<file path="src/pkg/mcfs_pkg.sv">
// Constants shared by the main clock failure supervisor
package mcfs_pkg;

   // ------------------------------------------------------------
   // Timing
   // ------------------------------------------------------------
   localparam int CLK_PERIOD_NS   = 10;
   // Supervision window in internal oscillator cycles
   localparam int SUPV_WINDOW_CYC = 4;
   localparam int WIN_W           = 3;
   // Oscillation stabilisation time after STOP release
   localparam int OSC_STAB_NS     = 10000;
   localparam int OSC_STAB_CYC    = (OSC_STAB_NS + CLK_PERIOD_NS - 1) / CLK_PERIOD_NS;
   localparam int OST_W           = 11;

   // ------------------------------------------------------------
   // Register byte offsets
   // ------------------------------------------------------------
   localparam logic [7:0] ADDR_CTRL     = 8'h00;
   localparam logic [7:0] ADDR_STATUS   = 8'h04;
   localparam logic [7:0] ADDR_RSTSRC   = 8'h08;
   localparam logic [7:0] ADDR_INT_STAT = 8'h0C;
   localparam logic [7:0] ADDR_INT_MASK = 8'h10;

   // ------------------------------------------------------------
   // Control register fields
   // ------------------------------------------------------------
   localparam int CTRL_EN_BIT       = 0;
   localparam int CTRL_NMI_BIT      = 1;
   localparam int CTRL_IOSC_STP_BIT = 2;
   localparam int CTRL_MAIN_SEL_BIT = 3;

   // ------------------------------------------------------------
   // Status register fields
   // ------------------------------------------------------------
   localparam int STAT_MON_BIT  = 0;
   localparam int STAT_OPT_BIT  = 1;
   localparam int STAT_STAB_BIT = 2;
   localparam int STAT_IOSC_BIT = 3;
   localparam int STAT_REQ_BIT  = 4;

   // ------------------------------------------------------------
   // Reset source flags and interrupt fields
   // ------------------------------------------------------------
   localparam int RSRC_WDT_BIT = 0;
   localparam int RSRC_LVD_BIT = 1;
   localparam int RSRC_CLK_BIT = 2;
   localparam int RSRC_W       = 3;
   localparam int INT_FAIL_BIT = 0;
   localparam int INT_RES_BIT  = 1;
   localparam int INT_W        = 2;

   // ------------------------------------------------------------
   // Reset values
   // ------------------------------------------------------------
   localparam logic [31:0] RD_ZERO        = 32'h0000_0000;
   localparam logic [INT_W-1:0] INT_RST   = 2'h0;
   localparam logic [RSRC_W-1:0] RSRC_RST = 3'h0;

   typedef enum logic [2:0] {
      SUP_OFF   = 3'b000,
      SUP_MON   = 3'b001,
      SUP_STOP  = 3'b010,
      SUP_STAB  = 3'b011,
      SUP_IOSC  = 3'b100,
      SUP_FAIL  = 3'b101
   } mcfs_state_t;

endpackage

</file>
<file path="src/hw/mcfs_supervisor.sv">
// Main clock failure supervisor with Avalon-MM register slave
//
// The register offsets and register access over Avalon-MM are this design's own decisions.
`timescale 1ns/1ps

// Notes on behaviour
// - Sample main clock, request reset on failure
// - No main edge in four cycles fails
// - Supervision starts only after enable written
// - Enable cannot be cleared by software
// - Any reset clears the enable bit
// - Pause in STOP and stabilisation time
// - Keep monitoring in HALT and idle modes
// - Oscillator stoppable option is fixed input
// - Stopped internal oscillator stops supervision
// - Oscillator restart resumes supervision automatically
// - Failure gives reset or NMI by selection
// - Keep readable reset source flags
// - Set supervisor flag when reset requested
// - Run from internal oscillator after reset
module mcfs_supervisor (
   input  wire logic        sys_clk_i,
   input  wire logic        rstn_i,
   input  wire logic        por_rstn_i,
   input  wire logic [7:0]  avs_address_i,
   input  wire logic        avs_read_i,
   input  wire logic        avs_write_i,
   input  wire logic [31:0] avs_writedata_i,
   output logic      [31:0] avs_readdata_o,
   output logic             avs_waitrequest_o,
   input  wire logic        main_clk_i,
   input  wire logic        stop_mode_i,
   input  wire logic        iosc_stoppable_i,
   input  wire logic        wdt_reset_i,
   input  wire logic        lvd_reset_i,
   output logic             rst_req_o,
   output logic             nmi_o,
   output logic             irq_o,
   output logic             iosc_run_o,
   output logic             cpu_clk_main_o,
   output logic             monitoring_o
);
   import mcfs_pkg::*;

   // ------------------------------------------------------------
   // Declarations
   // ------------------------------------------------------------
   logic                main_s;
   logic                prev_q;
   logic                prev_d;
   logic                main_edge;
   logic                opt_q;
   logic                opt_d;
   logic                opt_done_q;
   logic                opt_done_d;
   logic                en_q;
   logic                en_d;
   logic                nmi_sel_q;
   logic                nmi_sel_d;
   logic                iosc_stop_q;
   logic                iosc_stop_d;
   logic                main_sel_q;
   logic                main_sel_d;
   logic                iosc_off;
   mcfs_state_t         st_q;
   mcfs_state_t         resume_st;
   mcfs_state_t         st_d;
   logic [WIN_W-1:0]    cnt_q;
   logic [WIN_W-1:0]    cnt_d;
   logic [OST_W-1:0]    ost_q;
   logic [OST_W-1:0]    ost_d;
   logic                req_q;
   logic                req_d;
   logic                nmi_q;
   logic                nmi_d;
   logic                fail_evt;
   logic                res_evt;
   logic [INT_W-1:0]    int_stat_q;
   logic [INT_W-1:0]    int_stat_d;
   logic [INT_W-1:0]    int_mask_q;
   logic [INT_W-1:0]    int_mask_d;
   logic [RSRC_W-1:0]   rsrc_q;
   logic [RSRC_W-1:0]   rsrc_d;
   logic                ack_q;
   logic                ack_d;
   logic [31:0]         rdata_q;
   logic [31:0]         rdata_d;
   logic                req_pend;
   logic                wr_acc;
   logic                wr_ctrl;
   logic                wr_rsrc;
   logic                wr_istat;
   logic                wr_imask;

   // ------------------------------------------------------------
   // Main clock sampling
   // ------------------------------------------------------------
   mcfs_sync u_main_sync (
      .sys_clk_i (sys_clk_i),
      .rstn_i    (rstn_i),
      .d_i       (main_clk_i),
      .q_o       (main_s)
   );

   always_comb begin
      prev_d = main_s;
   end

   always_ff @(posedge sys_clk_i or negedge rstn_i) begin
      if (!rstn_i) begin
         prev_q <= 1'b0;
      end else begin
         prev_q <= prev_d;
      end
   end

   assign main_edge = main_s ^ prev_q;

   // ------------------------------------------------------------
   // Oscillator option capture
   // ------------------------------------------------------------
   always_comb begin
      opt_d      = opt_done_q ? opt_q : iosc_stoppable_i;
      opt_done_d = 1'b1;
   end

   always_ff @(posedge sys_clk_i or negedge rstn_i) begin
      if (!rstn_i) begin
         opt_q      <= 1'b0;
         opt_done_q <= 1'b0;
      end else begin
         opt_q      <= opt_d;
         opt_done_q <= opt_done_d;
      end
   end

   // ------------------------------------------------------------
   // Bus strobes
   // ------------------------------------------------------------
   assign req_pend = avs_read_i | avs_write_i;
   assign wr_acc   = avs_write_i & ack_q;
   assign wr_ctrl  = wr_acc & (avs_address_i == ADDR_CTRL);
   assign wr_rsrc  = wr_acc & (avs_address_i == ADDR_RSTSRC);
   assign wr_istat = wr_acc & (avs_address_i == ADDR_INT_STAT);
   assign wr_imask = wr_acc & (avs_address_i == ADDR_INT_MASK);

   // ------------------------------------------------------------
   // Control register
   // ------------------------------------------------------------
   always_comb begin
      en_d        = en_q;
      nmi_sel_d   = nmi_sel_q;
      iosc_stop_d = iosc_stop_q;
      main_sel_d  = main_sel_q;
      if (wr_ctrl) begin
         en_d        = en_q | avs_writedata_i[CTRL_EN_BIT];
         nmi_sel_d   = avs_writedata_i[CTRL_NMI_BIT];
         iosc_stop_d = avs_writedata_i[CTRL_IOSC_STP_BIT];
         main_sel_d  = avs_writedata_i[CTRL_MAIN_SEL_BIT];
      end
   end

   always_ff @(posedge sys_clk_i or negedge rstn_i) begin
      if (!rstn_i) begin
         en_q        <= 1'b0;
         nmi_sel_q   <= 1'b0;
         iosc_stop_q <= 1'b0;
         main_sel_q  <= 1'b0;
      end else begin
         en_q        <= en_d;
         nmi_sel_q   <= nmi_sel_d;
         iosc_stop_q <= iosc_stop_d;
         main_sel_q  <= main_sel_d;
      end
   end

   assign iosc_off       = opt_q & iosc_stop_q;
   assign iosc_run_o     = ~iosc_off;
   assign cpu_clk_main_o = main_sel_q;

   // ------------------------------------------------------------
   // Supervision state machine
   // ------------------------------------------------------------
   always_comb begin
      st_d     = st_q;
      cnt_d    = cnt_q;
      ost_d    = ost_q;
      req_d    = req_q;
      nmi_d    = 1'b0;
      fail_evt = 1'b0;
      res_evt  = 1'b0;
      resume_st = SUP_MON;
      if (stop_mode_i) begin
         resume_st = SUP_STOP;
      end else if (iosc_off) begin
         resume_st = SUP_IOSC;
      end
      case (st_q)
         SUP_OFF: begin
            if (en_q) begin
               st_d = resume_st;
            end
         end
         SUP_MON: begin
            if (stop_mode_i) begin
               st_d = SUP_STOP;
            end else if (iosc_off) begin
               st_d = SUP_IOSC;
            end else if (main_edge) begin
               cnt_d = '0;
            end else if (cnt_q == WIN_W'(SUPV_WINDOW_CYC - 1)) begin
               st_d = SUP_FAIL;
            end else begin
               cnt_d = cnt_q + WIN_W'(1);
            end
         end
         SUP_STOP: begin
            if (!stop_mode_i) begin
               st_d  = SUP_STAB;
               ost_d = '0;
            end
         end
         SUP_STAB: begin
            if (stop_mode_i) begin
               st_d = SUP_STOP;
            end else if (ost_q == OST_W'(OSC_STAB_CYC - 1)) begin
               st_d  = resume_st;
               cnt_d = '0;
            end else begin
               ost_d = ost_q + OST_W'(1);
            end
         end
         SUP_IOSC: begin
            if (!iosc_off) begin
               st_d    = resume_st;
               cnt_d   = '0;
               res_evt = 1'b1;
            end
         end
         SUP_FAIL: begin
            fail_evt = ~req_q;
            if (nmi_sel_q) begin
               nmi_d = 1'b1;
               st_d  = resume_st;
               cnt_d = '0;
            end else begin
               req_d = 1'b1;
            end
         end
         default: begin
            st_d = SUP_OFF;
         end
      endcase
   end

   always_ff @(posedge sys_clk_i or negedge rstn_i) begin
      if (!rstn_i) begin
         st_q  <= SUP_OFF;
         cnt_q <= '0;
         ost_q <= '0;
         req_q <= 1'b0;
         nmi_q <= 1'b0;
      end else begin
         st_q  <= st_d;
         cnt_q <= cnt_d;
         ost_q <= ost_d;
         req_q <= req_d;
         nmi_q <= nmi_d;
      end
   end

   assign rst_req_o    = req_q;
   assign nmi_o        = nmi_q;
   assign monitoring_o = (st_q == SUP_MON);

   // ------------------------------------------------------------
   // Interrupt status and mask
   // ------------------------------------------------------------
   always_comb begin
      int_stat_d = int_stat_q;
      int_mask_d = int_mask_q;
      if (wr_istat) begin
         int_stat_d = int_stat_q & ~avs_writedata_i[INT_W-1:0];
      end
      int_stat_d[INT_FAIL_BIT] = int_stat_d[INT_FAIL_BIT] | fail_evt;
      int_stat_d[INT_RES_BIT]  = int_stat_d[INT_RES_BIT] | res_evt;
      if (wr_imask) begin
         int_mask_d = avs_writedata_i[INT_W-1:0];
      end
   end

   always_ff @(posedge sys_clk_i or negedge rstn_i) begin
      if (!rstn_i) begin
         int_stat_q <= INT_RST;
         int_mask_q <= INT_RST;
      end else begin
         int_stat_q <= int_stat_d;
         int_mask_q <= int_mask_d;
      end
   end

   assign irq_o = |(int_stat_q & int_mask_q);

   // ------------------------------------------------------------
   // Reset source flags, kept across chip resets
   // ------------------------------------------------------------
   always_comb begin
      rsrc_d = rsrc_q;
      if (wr_rsrc) begin
         rsrc_d = rsrc_q & ~avs_writedata_i[RSRC_W-1:0];
      end
      rsrc_d[RSRC_WDT_BIT] = rsrc_d[RSRC_WDT_BIT] | wdt_reset_i;
      rsrc_d[RSRC_LVD_BIT] = rsrc_d[RSRC_LVD_BIT] | lvd_reset_i;
      rsrc_d[RSRC_CLK_BIT] = rsrc_d[RSRC_CLK_BIT] | req_q;
   end

   always_ff @(posedge sys_clk_i or negedge por_rstn_i) begin
      if (!por_rstn_i) begin
         rsrc_q <= RSRC_RST;
      end else begin
         rsrc_q <= rsrc_d;
      end
   end

   // ------------------------------------------------------------
   // Avalon-MM slave, one wait state
   // ------------------------------------------------------------
   always_comb begin
      ack_d   = req_pend & ~ack_q;
      rdata_d = rdata_q;
      if (avs_read_i & ~ack_q) begin
         rdata_d = RD_ZERO;
         if (avs_address_i == ADDR_CTRL) begin
            rdata_d[CTRL_EN_BIT]       = en_q;
            rdata_d[CTRL_NMI_BIT]      = nmi_sel_q;
            rdata_d[CTRL_IOSC_STP_BIT] = iosc_stop_q;
            rdata_d[CTRL_MAIN_SEL_BIT] = main_sel_q;
         end else if (avs_address_i == ADDR_STATUS) begin
            rdata_d[STAT_MON_BIT]  = (st_q == SUP_MON);
            rdata_d[STAT_OPT_BIT]  = opt_q;
            rdata_d[STAT_STAB_BIT] = (st_q == SUP_STAB);
            rdata_d[STAT_IOSC_BIT] = ~iosc_off;
            rdata_d[STAT_REQ_BIT]  = req_q;
         end else if (avs_address_i == ADDR_RSTSRC) begin
            rdata_d[RSRC_W-1:0] = rsrc_q;
         end else if (avs_address_i == ADDR_INT_STAT) begin
            rdata_d[INT_W-1:0] = int_stat_q;
         end else if (avs_address_i == ADDR_INT_MASK) begin
            rdata_d[INT_W-1:0] = int_mask_q;
         end
      end
   end

   always_ff @(posedge sys_clk_i or negedge rstn_i) begin
      if (!rstn_i) begin
         ack_q   <= 1'b0;
         rdata_q <= RD_ZERO;
      end else begin
         ack_q   <= ack_d;
         rdata_q <= rdata_d;
      end
   end

   assign avs_waitrequest_o = req_pend & ~ack_q;
   assign avs_readdata_o    = rdata_q;

endmodule

</file>
<file path="src/hw/mcfs_sync.sv">
// Two flip-flop level synchroniser
`timescale 1ns/1ps
module mcfs_sync (
   input  wire logic sys_clk_i,
   input  wire logic rstn_i,
   input  wire logic d_i,
   output logic      q_o
);

   logic meta_q;
   logic meta_d;
   logic sync_q;
   logic sync_d;

   always_comb begin
      meta_d = d_i;
      sync_d = meta_q;
   end

   always_ff @(posedge sys_clk_i or negedge rstn_i) begin
      if (!rstn_i) begin
         meta_q <= 1'b0;
         sync_q <= 1'b0;
      end else begin
         meta_q <= meta_d;
         sync_q <= sync_d;
      end
   end

   assign q_o = sync_q;

endmodule

</file>
<file path="config.mk">
export PLATFORM = sky130hd
export DESIGN_NAME = mcfs_supervisor
export DESIGN_NICKNAME = d
export VERILOG_FILES = /design/src/pkg/mcfs_pkg.sv /design/src/hw/mcfs_supervisor.sv /design/src/hw/mcfs_sync.sv
export SDC_FILE = /design/constraint.sdc
export NUM_CORES = 1
export LEC_CHECK = 0
export ABC_CLOCK_PERIOD_IN_PS = 3400
export BUFFER_PORTS_ARGS = -buffer_cell sky130_fd_sc_hd__buf_2
export CAP_MARGIN = 20
export CORE_UTILIZATION = 30
export DETAILED_ROUTE_END_ITERATION = 6
export PLACE_DENSITY = 0.59
export RECOVER_POWER = 25
export SETUP_SLACK_MARGIN = 0.05
export SLEW_MARGIN = 20
export SYNTH_ARGS = -nofsm -noshare
export SYNTH_HDL_FRONTEND = slang
export SYNTH_HIERARCHICAL = 1
export SYNTH_SLANG_ARGS = --single-unit
</file>
<file path="constraint.sdc">
create_clock -name sys_clk_i -period 3.4 [get_ports sys_clk_i]
set_input_delay 0 -clock sys_clk_i [delete_from_list [all_inputs] [get_ports sys_clk_i]]
set_output_delay 0 -clock sys_clk_i [all_outputs]
set_load 0.01 [all_outputs]
</file>
# Word level (Yosys, flattened, before mapping)
# Cells that the tools add are included.
dict set report totals {
  ff_bits 41
  in_bits 50
  out_inout_bits 39
  elab_cells 120
}
dict set report op_classes {
  add_sub_neg 2
  n_eq_ne 24
  mux 41
  n_bitwise 25
  n_reduce_logical 9
}
# cell count
set ops {}
lappend ops {{$mux W3} 22}
lappend ops {{$mux W11} 3}
lappend ops {{$pmux W11 S2} 1}
lappend ops {{$ne A2 B2 Y1 const B} 9}
lappend ops {{$pmux W3 S6} 1}
lappend ops {{$eq A8 B4 Y1 const B} 2}
lappend ops {{$pmux W3 S4} 1}
lappend ops {{$add A11 B1 Y11 const B} 1}
lappend ops {{$eq A11 B10 Y1 const B} 1}
lappend ops {{$mux W2} 5}
lappend ops {{$eq A3 B2 Y1 const B} 3}
lappend ops {{$and A1 B1 Y1} 8}
lappend ops {{$eq A8 B3 Y1 const B} 1}
lappend ops {{$eq A8 B5 Y1 const B} 1}
lappend ops {{$logic_not A8 Y1} 1}
lappend ops {{$reduce_and A8 Y1} 1}
lappend ops {{$mux W1} 7}
lappend ops {{$or A1 B1 Y1} 7}
lappend ops {{$reduce_and A7 Y1} 1}
lappend ops {{$eq A3 B3 Y1 const B} 2}
lappend ops {{$ne A3 B3 Y1 const B} 2}
lappend ops {{$and A2 B2 Y2} 2}
lappend ops {{$mux W4} 1}
lappend ops {{$ne A4 B2 Y1 const B} 1}
lappend ops {{other kinds (14)} 17}

# Depth between registers and ports, before layout
# Gate-level depths: netlist of run 1.
dict set report logic_depth {
  word_depth 6
  depth_mapped 7
  mapped_depth_nobuf 6
}

# Cells and area by module
# Netlist of run 1, hierarchy kept.
# mod n_inst cells_each area_each_um2 seq_area_each_um2
set modules_own_cells {}
lappend modules_own_cells {mcfs_supervisor 1 240 2287.2 975.9}
lappend modules_own_cells {mcfs_sync 1 2 50.0 50.0}

# Least setup slack after synthesis of run 1
# Ideal clock, no wire load.
dict set report synth_timing {
  kind {register -> register}
  startpoint {register ost_q[0]}
  endpoint {register st_q[2]}
  setup_ns 0.110
  arrival_ns 1.566
  slack_ns 1.724
  path_stages_with_launch 6
  n_path_buf 0
  synth_period_minus_slack_ns 1.676
  path_cell_list {dfrtp_1 -> ha_1 -> or4b_1 -> nor3_2 -> nor2_1 -> o41ai_1}
}
dict set report synth_via {
  elab_chain_len 3
}
# item line
set synth_lines {}
lappend synth_lines {{start: declaration} mcfs_supervisor.sv:70} ;# logic [OST_W-1:0] ost_q;
lappend synth_lines {{start signal: assignment} mcfs_supervisor.sv:266} ;# ost_q <= ost_d;
lappend synth_lines {{$eq A11 B10 Y1} mcfs_supervisor.sv:226} ;# end else if (ost_q == OST_W'(OSC_STAB_CYC - 1)) begin
lappend synth_lines {{$ne A3 B3 Y1 (no line)} --}
lappend synth_lines {{$reduce_and A7 Y1 (no line)} --}
lappend synth_lines {{end signal: assignment} mcfs_supervisor.sv:264} ;# st_q <= st_d;
lappend synth_lines {{end: declaration} mcfs_supervisor.sv:65} ;# mcfs_state_t st_q;
# Every way passes these cells.
# A chain may end at the register's enable or synchronous reset.

==> flow_summary.json, run 1 <==
{
  "run_status": "finished, violations left",
  "failed_checks": "capacitance limit, slew limit",
  "antenna_found_initial": 0,
  "gr-total-overflow": 0,
  "cts_max_path_buffers": 2,
  "rsz0062_at_grt": "false",
  "num-fill-cells": 756,
  "p_leak_uw": 0.00122,
  "slew_violations": 39,
  "dp_slack_ns": 1.49,
  "hpwl_mm": 3.46,
  "htreeDepth": 2,
  "fp.dieH_um": 90.3,
  "tritoncts": "built",
  "worstPathMaxFanout": 38,
  "synth_cell_types": 48,
  "antenna_cells": 0,
  "yosys_most_used_dff": "dfrtp_1",
  "finalHoldViolations": 0,
  "drtIter0Drc": 82,
  "clkTransAtPathRegs_ns": 0.07,
  "vias_per_cell": 4.67,
  "crit_buf_inv": 2,
  "skew_ns": 0.00802,
  "grt_pass1_wl_mm": 8.27,
  "final-setup-viol-count": 0,
  "setup.worst_path.start_class": "primary input",
  "cp-end-kind": "asynchronous set/reset pin",
  "syn-cell-area_mm2": 0.00234,
  "cts-root-buf": "clkbuf_8",
  "setup.worst_path.start": "rstn_i",
  "ys_ff_latch": 41,
  "final_nets": 339,
  "cts_resized": 0,
  "fmax_mhz": 490,
  "hold_class": "primary input to asynchronous set/reset pin",
  "powerDensity_mw_per_mm2": 511,
  "synthArstFlopShare_pct": 100,
  "wl_met3_um": 187,
  "start_util_pct": 31.5,
  "timing.rr.start": "ost_q[0]",
  "peakVddDrop_mv": 0.272,
  "clkLatencyLatePin_ns": 0.29,
  "path_class": "primary input to asynchronous set/reset pin",
  "die_w_um": 90.3,
  "rrSetupSlack_ns": 1.47,
  "wl_met2_mm": 2.22,
  "drive_gt1_share_pct": 16.1,
  "wirelength_mm": 4.75,
  "drtPass1Iterations": 4,
  "hold_buffers": 12,
  "cp_top_family": "buffers and inverters",
  "period_minus_slack_ns": 2.04,
  "grt_util_all_layers_pct": 12.5,
  "vias": 1799,
  "synth_top_area_cell": "dfrtp_1",
  "die-area_mm2": 0.00815,
  "cts.sinks": 41,
  "syn_to_final_growth_pct": 15.4,
  "cp.arrival_ns": 2.03,
  "crit-reg2reg-capture": "cnt_q[1]",
  "cpMaxStageDelayCell": "clkbuf_1",
  "wl_per_cell_um": 12.3,
  "instances_no_fill": 385,
  "io_buffers": 33,
  "synth_area_leaders": "dfrtp_1, buf_4, mux2_2, nand2_1, nor2_1",
  "reg2reg_depth": 6,
  "tns_ns": 0,
  "min_period_over_period_pct": 60.0,
  "seq_area_frac_synth_pct": 43.9,
  "synth_common_cells": "dfrtp_1, buf_4, nand2_1",
  "coreArea_mm2": 0.00741,
  "yosysWarnings": 6,
  "ant_nets": 0,
  "avgSynthCellArea_um2": 9.66,
  "route.detailed.drc": 0,
  "cts_buffers": 5,
  "maxUsedRoutingLayer": "met4",
  "io_pins": 89,
  "postCtsSetupRepairBufs": 0,
  "yosysTopAreaCellShare_pct": 43.9,
  "grt_pass1_vias": 1727,
  "m1WireLength_mm": 2.30,
  "max_cap_violations": 1,
  "gp_congestion": 0.756,
  "setup_slack_ns": 1.36,
  "yosysMostFrequentCell": "dfrtp_1",
  "worst_ep_required_time_ns": 3.39,
  "cp_cell_sequence": "dlygate4sd3_1 -> clkbuf_1",
  "cpPeakStageDelay_ns": 1.49,
  "worstMarginPinSlew_ns": 2.08,
  "post-route-cell-area_mm2": 0.00270,
  "synthCells": 242,
  "grt_max_degree": 39,
  "place_area_mm2": 0.00248,
  "synth_edf_count": 0,
  "std_cell_rows": 31,
  "dp.cells": 366,
  "slew_headroom_pct": -38.8
}
-- where the power goes --
group | internal [uW] | total [uW] | switching, uW
Sequential | 545 | 645 | 100
Combinational | 157 | 354 | 198
Clock | 213 | 377 | 164
-- logic make-up after synthesis --
group	share of synthesized area, %
and+or+nand+nor	23.5
DFF	43.9
buffers and inverters	11.0
AOI/OAI and AO/OA	9.96
muxes	7.44
xor gates and xnor gates	2.25
adders and majority gates	1.61
other	0.321
-- metrics by stage --
step                      total power [uW]  hold WS [ns]  utilization, %
final                                 1380        0.0285            36.4
after detailed placement              1000        -0.202            33.5
after CTS                             1400        0.0116            36.6
after global routing                  1480        0.0196            36.4
after floorplan                        918        -0.296               -
after global placement                 997        -0.204            33.5
-- area by class of cell --
class	count	area (um^2)	area share, %
repair buffers	45	273	10.1
clock buffers	5	68.8	2.55
well taps	99	124	4.59
flip-flops and latches	41	1030	38.1
clock inverters	2	35.0	1.30
inverters	5	18.8	0.696
multi-input cells	188	1150	42.7
-- metal layers --
| metal | vias to the layer above | global-route usage (%) |
|---|---|---|
| met5 | - | 0 |
| met4 | 0 | 4.44 |
| met3 | 2 | 2.78 |
| met2 | 52 | 19.8 |
| met1 | 861 | 16.9 |
| li1 | 884 | - |
-- state kept, by name (all words and copies together), names as in the netlist, 2 cells and up --
register        flops
ost_q              11
avs_readdata_o      5
cnt_q               3
rsrc_q              3
st_q                3
int_mask_q          2
int_stat_q          2
-- how the worst max path moves through the flow --
| stage | end | slack (ns) | depth (start not counted) |
|---|---|---|---|
| after floorplan | st_q[2] | 1.72 | 5 |
| after global placement | cnt_q[2] | 1.51 | 6 |
| after detailed placement | cnt_q[1] | 1.49 | 6 |
| after CTS | cnt_q[1] | 1.47 | 6 |
| after global routing | avs_readdata_o[4] | 0.89 | 2 |
| final | ost_q[1] | 1.36 | 2 |
-- cell usage in the layout (no fill, tap or decap), drive strengths merged, types with 2 or more instances in the layout --
| cell type | synthesis | layout |
|---|---|---|
| dfrtp | 41 | 41 |
| conb | 2 | 28 |
| nand2 | 27 | 27 |
| buf | 28 | 23 |
| nor2 | 20 | 20 |
| clkbuf | 6 | 15 |
| nand3 | 12 | 12 |
| dlygate4sd3 | 0 | 12 |
| mux2 | 11 | 11 |
| nor3 | 9 | 9 |
| o21ai | 8 | 8 |
| a21oi | 7 | 7 |
| xnor2 | 6 | 6 |
| inv | 5 | 5 |
| mux2i | 5 | 5 |
| and2 | 5 | 5 |
| nand2b | 4 | 4 |
| nor2b | 4 | 4 |
| nand4 | 4 | 4 |
| a21o | 4 | 4 |
| or3 | 4 | 4 |
| ha | 3 | 3 |
| nor4 | 3 | 3 |
| o31ai | 2 | 2 |
| o211ai | 2 | 2 |
| and4bb | 2 | 2 |
| a221o | 2 | 2 |
Note: power is estimated with default switching activity, not from simulation.
==> inputs of run 2 (changes only) <==
--- a/config.mk
+++ b/config.mk
@@ -5,12 +5,12 @@
 export SDC_FILE = /design/constraint.sdc
 export NUM_CORES = 1
 export LEC_CHECK = 0
-export ABC_CLOCK_PERIOD_IN_PS = 3400
+export ABC_CLOCK_PERIOD_IN_PS = 1600
 export BUFFER_PORTS_ARGS = -buffer_cell sky130_fd_sc_hd__buf_2
 export CAP_MARGIN = 20
 export CORE_UTILIZATION = 30
 export DETAILED_ROUTE_END_ITERATION = 6
-export PLACE_DENSITY = 0.59
+export PLACE_DENSITY = 0.61
 export RECOVER_POWER = 25
 export SETUP_SLACK_MARGIN = 0.05
 export SLEW_MARGIN = 20
==> constraint.sdc (replaced) <==
create_clock -name sys_clk_i -period 1.6 [get_ports sys_clk_i]
set_input_delay 0 -clock sys_clk_i [delete_from_list [all_inputs] [get_ports sys_clk_i]]
set_output_delay 0 -clock sys_clk_i [all_outputs]
set_load 0.01 [all_outputs]
==> flow_summary.json, run 2 (synthesized netlist as in run 1, its figures left out) <==
{
  "io_pins": 89,
  "std_cell_rows": 31,
  "syn_to_final_growth_pct": 34.6,
  "setup.worst_path.start_class": "flip-flop",
  "clkLatencyLatePin_ns": 0.30,
  "route.detailed.drc": 0,
  "drive_gt1_share_pct": 36.0,
  "p_leak_uw": 0.00152,
  "hold_class": "primary input to flip-flop",
  "num-fill-cells": 733,
  "min_from": "avs_read_i",
  "drtPass1Iterations": 4,
  "hold_slack_ns": -0.0407,
  "worstMarginPinSlew_ns": 0.931,
  "gp_congestion": 0.843,
  "cp-end-kind": "flip-flop",
  "die-area_mm2": 0.00815,
  "min_period_over_period_pct": 112,
  "io_buffers": 33,
  "antenna_found_initial": 0,
  "final_cell_mix": "buf_4, dfrtp_1, buf_2",
  "rsz0062_at_grt": "true",
  "timing.rr.start": "ost_q[3]",
  "worst_ep_required_time_ns": 1.78,
  "fmax_mhz": 560,
  "fp.dieH_um": 90.3,
  "cp.arrival_ns": 1.97,
  "tns_ns": -0.988,
  "htreeDepth": 2,
  "cts-root-buf": "clkbuf_8",
  "failed_checks": "hold timing, setup timing",
  "instances_no_fill": 432,
  "crit-reg2reg-capture": "cnt_q[1]",
  "worstPathMaxFanout": 3,
  "grt_pass1_vias": 2005,
  "setup_slack_ns": -0.185,
  "slew_headroom_pct": 37.9,
  "grt_util_all_layers_pct": 13.5,
  "wirelength_mm": 5.23,
  "cts_buffers": 5,
  "worstHoldEndpoint": "ack_q",
  "cts_max_path_buffers": 2,
  "cpMaxStageDelayCell": "dfrtp_1",
  "max_flop_register": "ost_q",
  "path_class": "flip-flop to flip-flop",
  "period_minus_slack_ns": 1.79,
  "finalHoldViolations": 1,
  "start_util_pct": 31.5,
  "drtIter0Drc": 83,
  "tritoncts": "built",
  "gr-total-overflow": 0,
  "antenna_cells": 0,
  "clkTransAtPathRegs_ns": 0.08,
  "largest_reg_flops": 11,
  "cp_cell_sequence": "or3_1 -> or3_4 -> nand3_1 -> nand3b_1 -> mux2_2",
  "slew_violations": 0,
  "ant_nets": 0,
  "cts.sinks": 41,
  "grt_pass1_wl_mm": 8.87,
  "peakVddDrop_mv": 0.533,
  "die_w_um": 90.3,
  "final-setup-viol-count": 9,
  "final_common_cell": "buf_4",
  "final_nets": 385,
  "wl_per_cell_um": 12.1,
  "powerDensity_mw_per_mm2": 1130,
  "vias": 1973,
  "hpwl_mm": 3.86,
  "max_cap_violations": 0,
  "skew_ns": 0.00396,
  "rrSetupSlack_ns": -0.19,
  "cpPeakStageDelay_ns": 0.40,
  "run_status": "finished, violations left",
  "holdPathStages": 3,
  "coreArea_mm2": 0.00741,
  "dp.cells": 407,
  "grt_max_degree": 39,
  "vias_per_cell": 4.57,
  "reg2reg_depth": 5
}
[run 2: cell count changes in the layout (fill, tap and decap cells not counted), sizes merged]
cell | before | now
dlygate4sd3 | 12 | 11
buf | 23 | 78
bufinv | 1 | 2
clkbuf | 15 | 7
[run 2: per-stage QoR]
| stage | worst slack, ns | instance area [um^2] | power, uW | util (%) |
|---|---|---|---|---|
| CTS | -0.178 | 3060 | 3450 | 41.4 |
| global placement | -0.0909 | 2800 | 2410 | 37.8 |
| detailed placement | -0.149 | 2800 | 2430 | 37.8 |
| global route | -0.232 | 3150 | 3780 | 42.5 |
| finish | -0.185 | 3150 | 3550 | 42.5 |
| floorplan | -0.0763 | 2440 | 1950 | - |
[run 2: report_power, final]
group	leakage, uW	internal, uW	switching (uW)
logic	0.000935	656	646
registers	0.000514	1160	104
clock network	0.0000681	619	362
[run 2: routing by layer]
layer | global-route usage, % | vias to the layer above | wire length, um
met5 | 0 | - | 0
met4 | 7.12 | 0 | 92
met3 | 2.10 | 8 | 151
met2 | 22.9 | 40 | 2590
met1 | 16.5 | 952 | 2400
li1 | - | 973 | -
[run 2: worst max-delay path by stage]
| stage | from | endpoint | slack [ns] | cells past startpoint |
|---|---|---|---|---|
| 5_1_grt | ost_q[3] | cnt_q[1] | -0.23 | 5 |
| 3_5_place_dp | ost_q[0] | st_q[2] | -0.15 | 5 |
| 6_report | ost_q[3] | cnt_q[1] | -0.19 | 5 |
| 2_1_floorplan | ost_q[0] | st_q[2] | -0.08 | 5 |
| 3_3_place_gp | ost_q[3] | cnt_q[1] | -0.09 | 5 |
| 4_1_cts | ost_q[3] | cnt_q[1] | -0.18 | 5 |
[run 2: final cells by class]
cell class                 count  area [um^2]  area share (%)
sequential                    41         1030            32.7
tap                           99          124            3.94
timing repair buffer          91          628            20.0
clock inverter                 3         65.1            2.07
clock buffer                   5         68.8            2.19
multi-input combinational    188         1210            38.6
inverter                       5         18.8           0.597
[run 2: what timing repair did]
action                                 in CTS  in global routing
setup endpoints to repair                  14                 20
gates resized for setup                     2                 19
endpoints found under the hold margin      52                  0
pin swaps                                   1                  8
setup buffers                               1                  5
hold buffers                               12                  0
[run 2: critical path: cells and delay by family, from the launching register on]
kind             cells  cell delay, ns
flip-flops           1            0.40
multiplexers         1            0.31
AND/OR/NAND/NOR      4            0.97
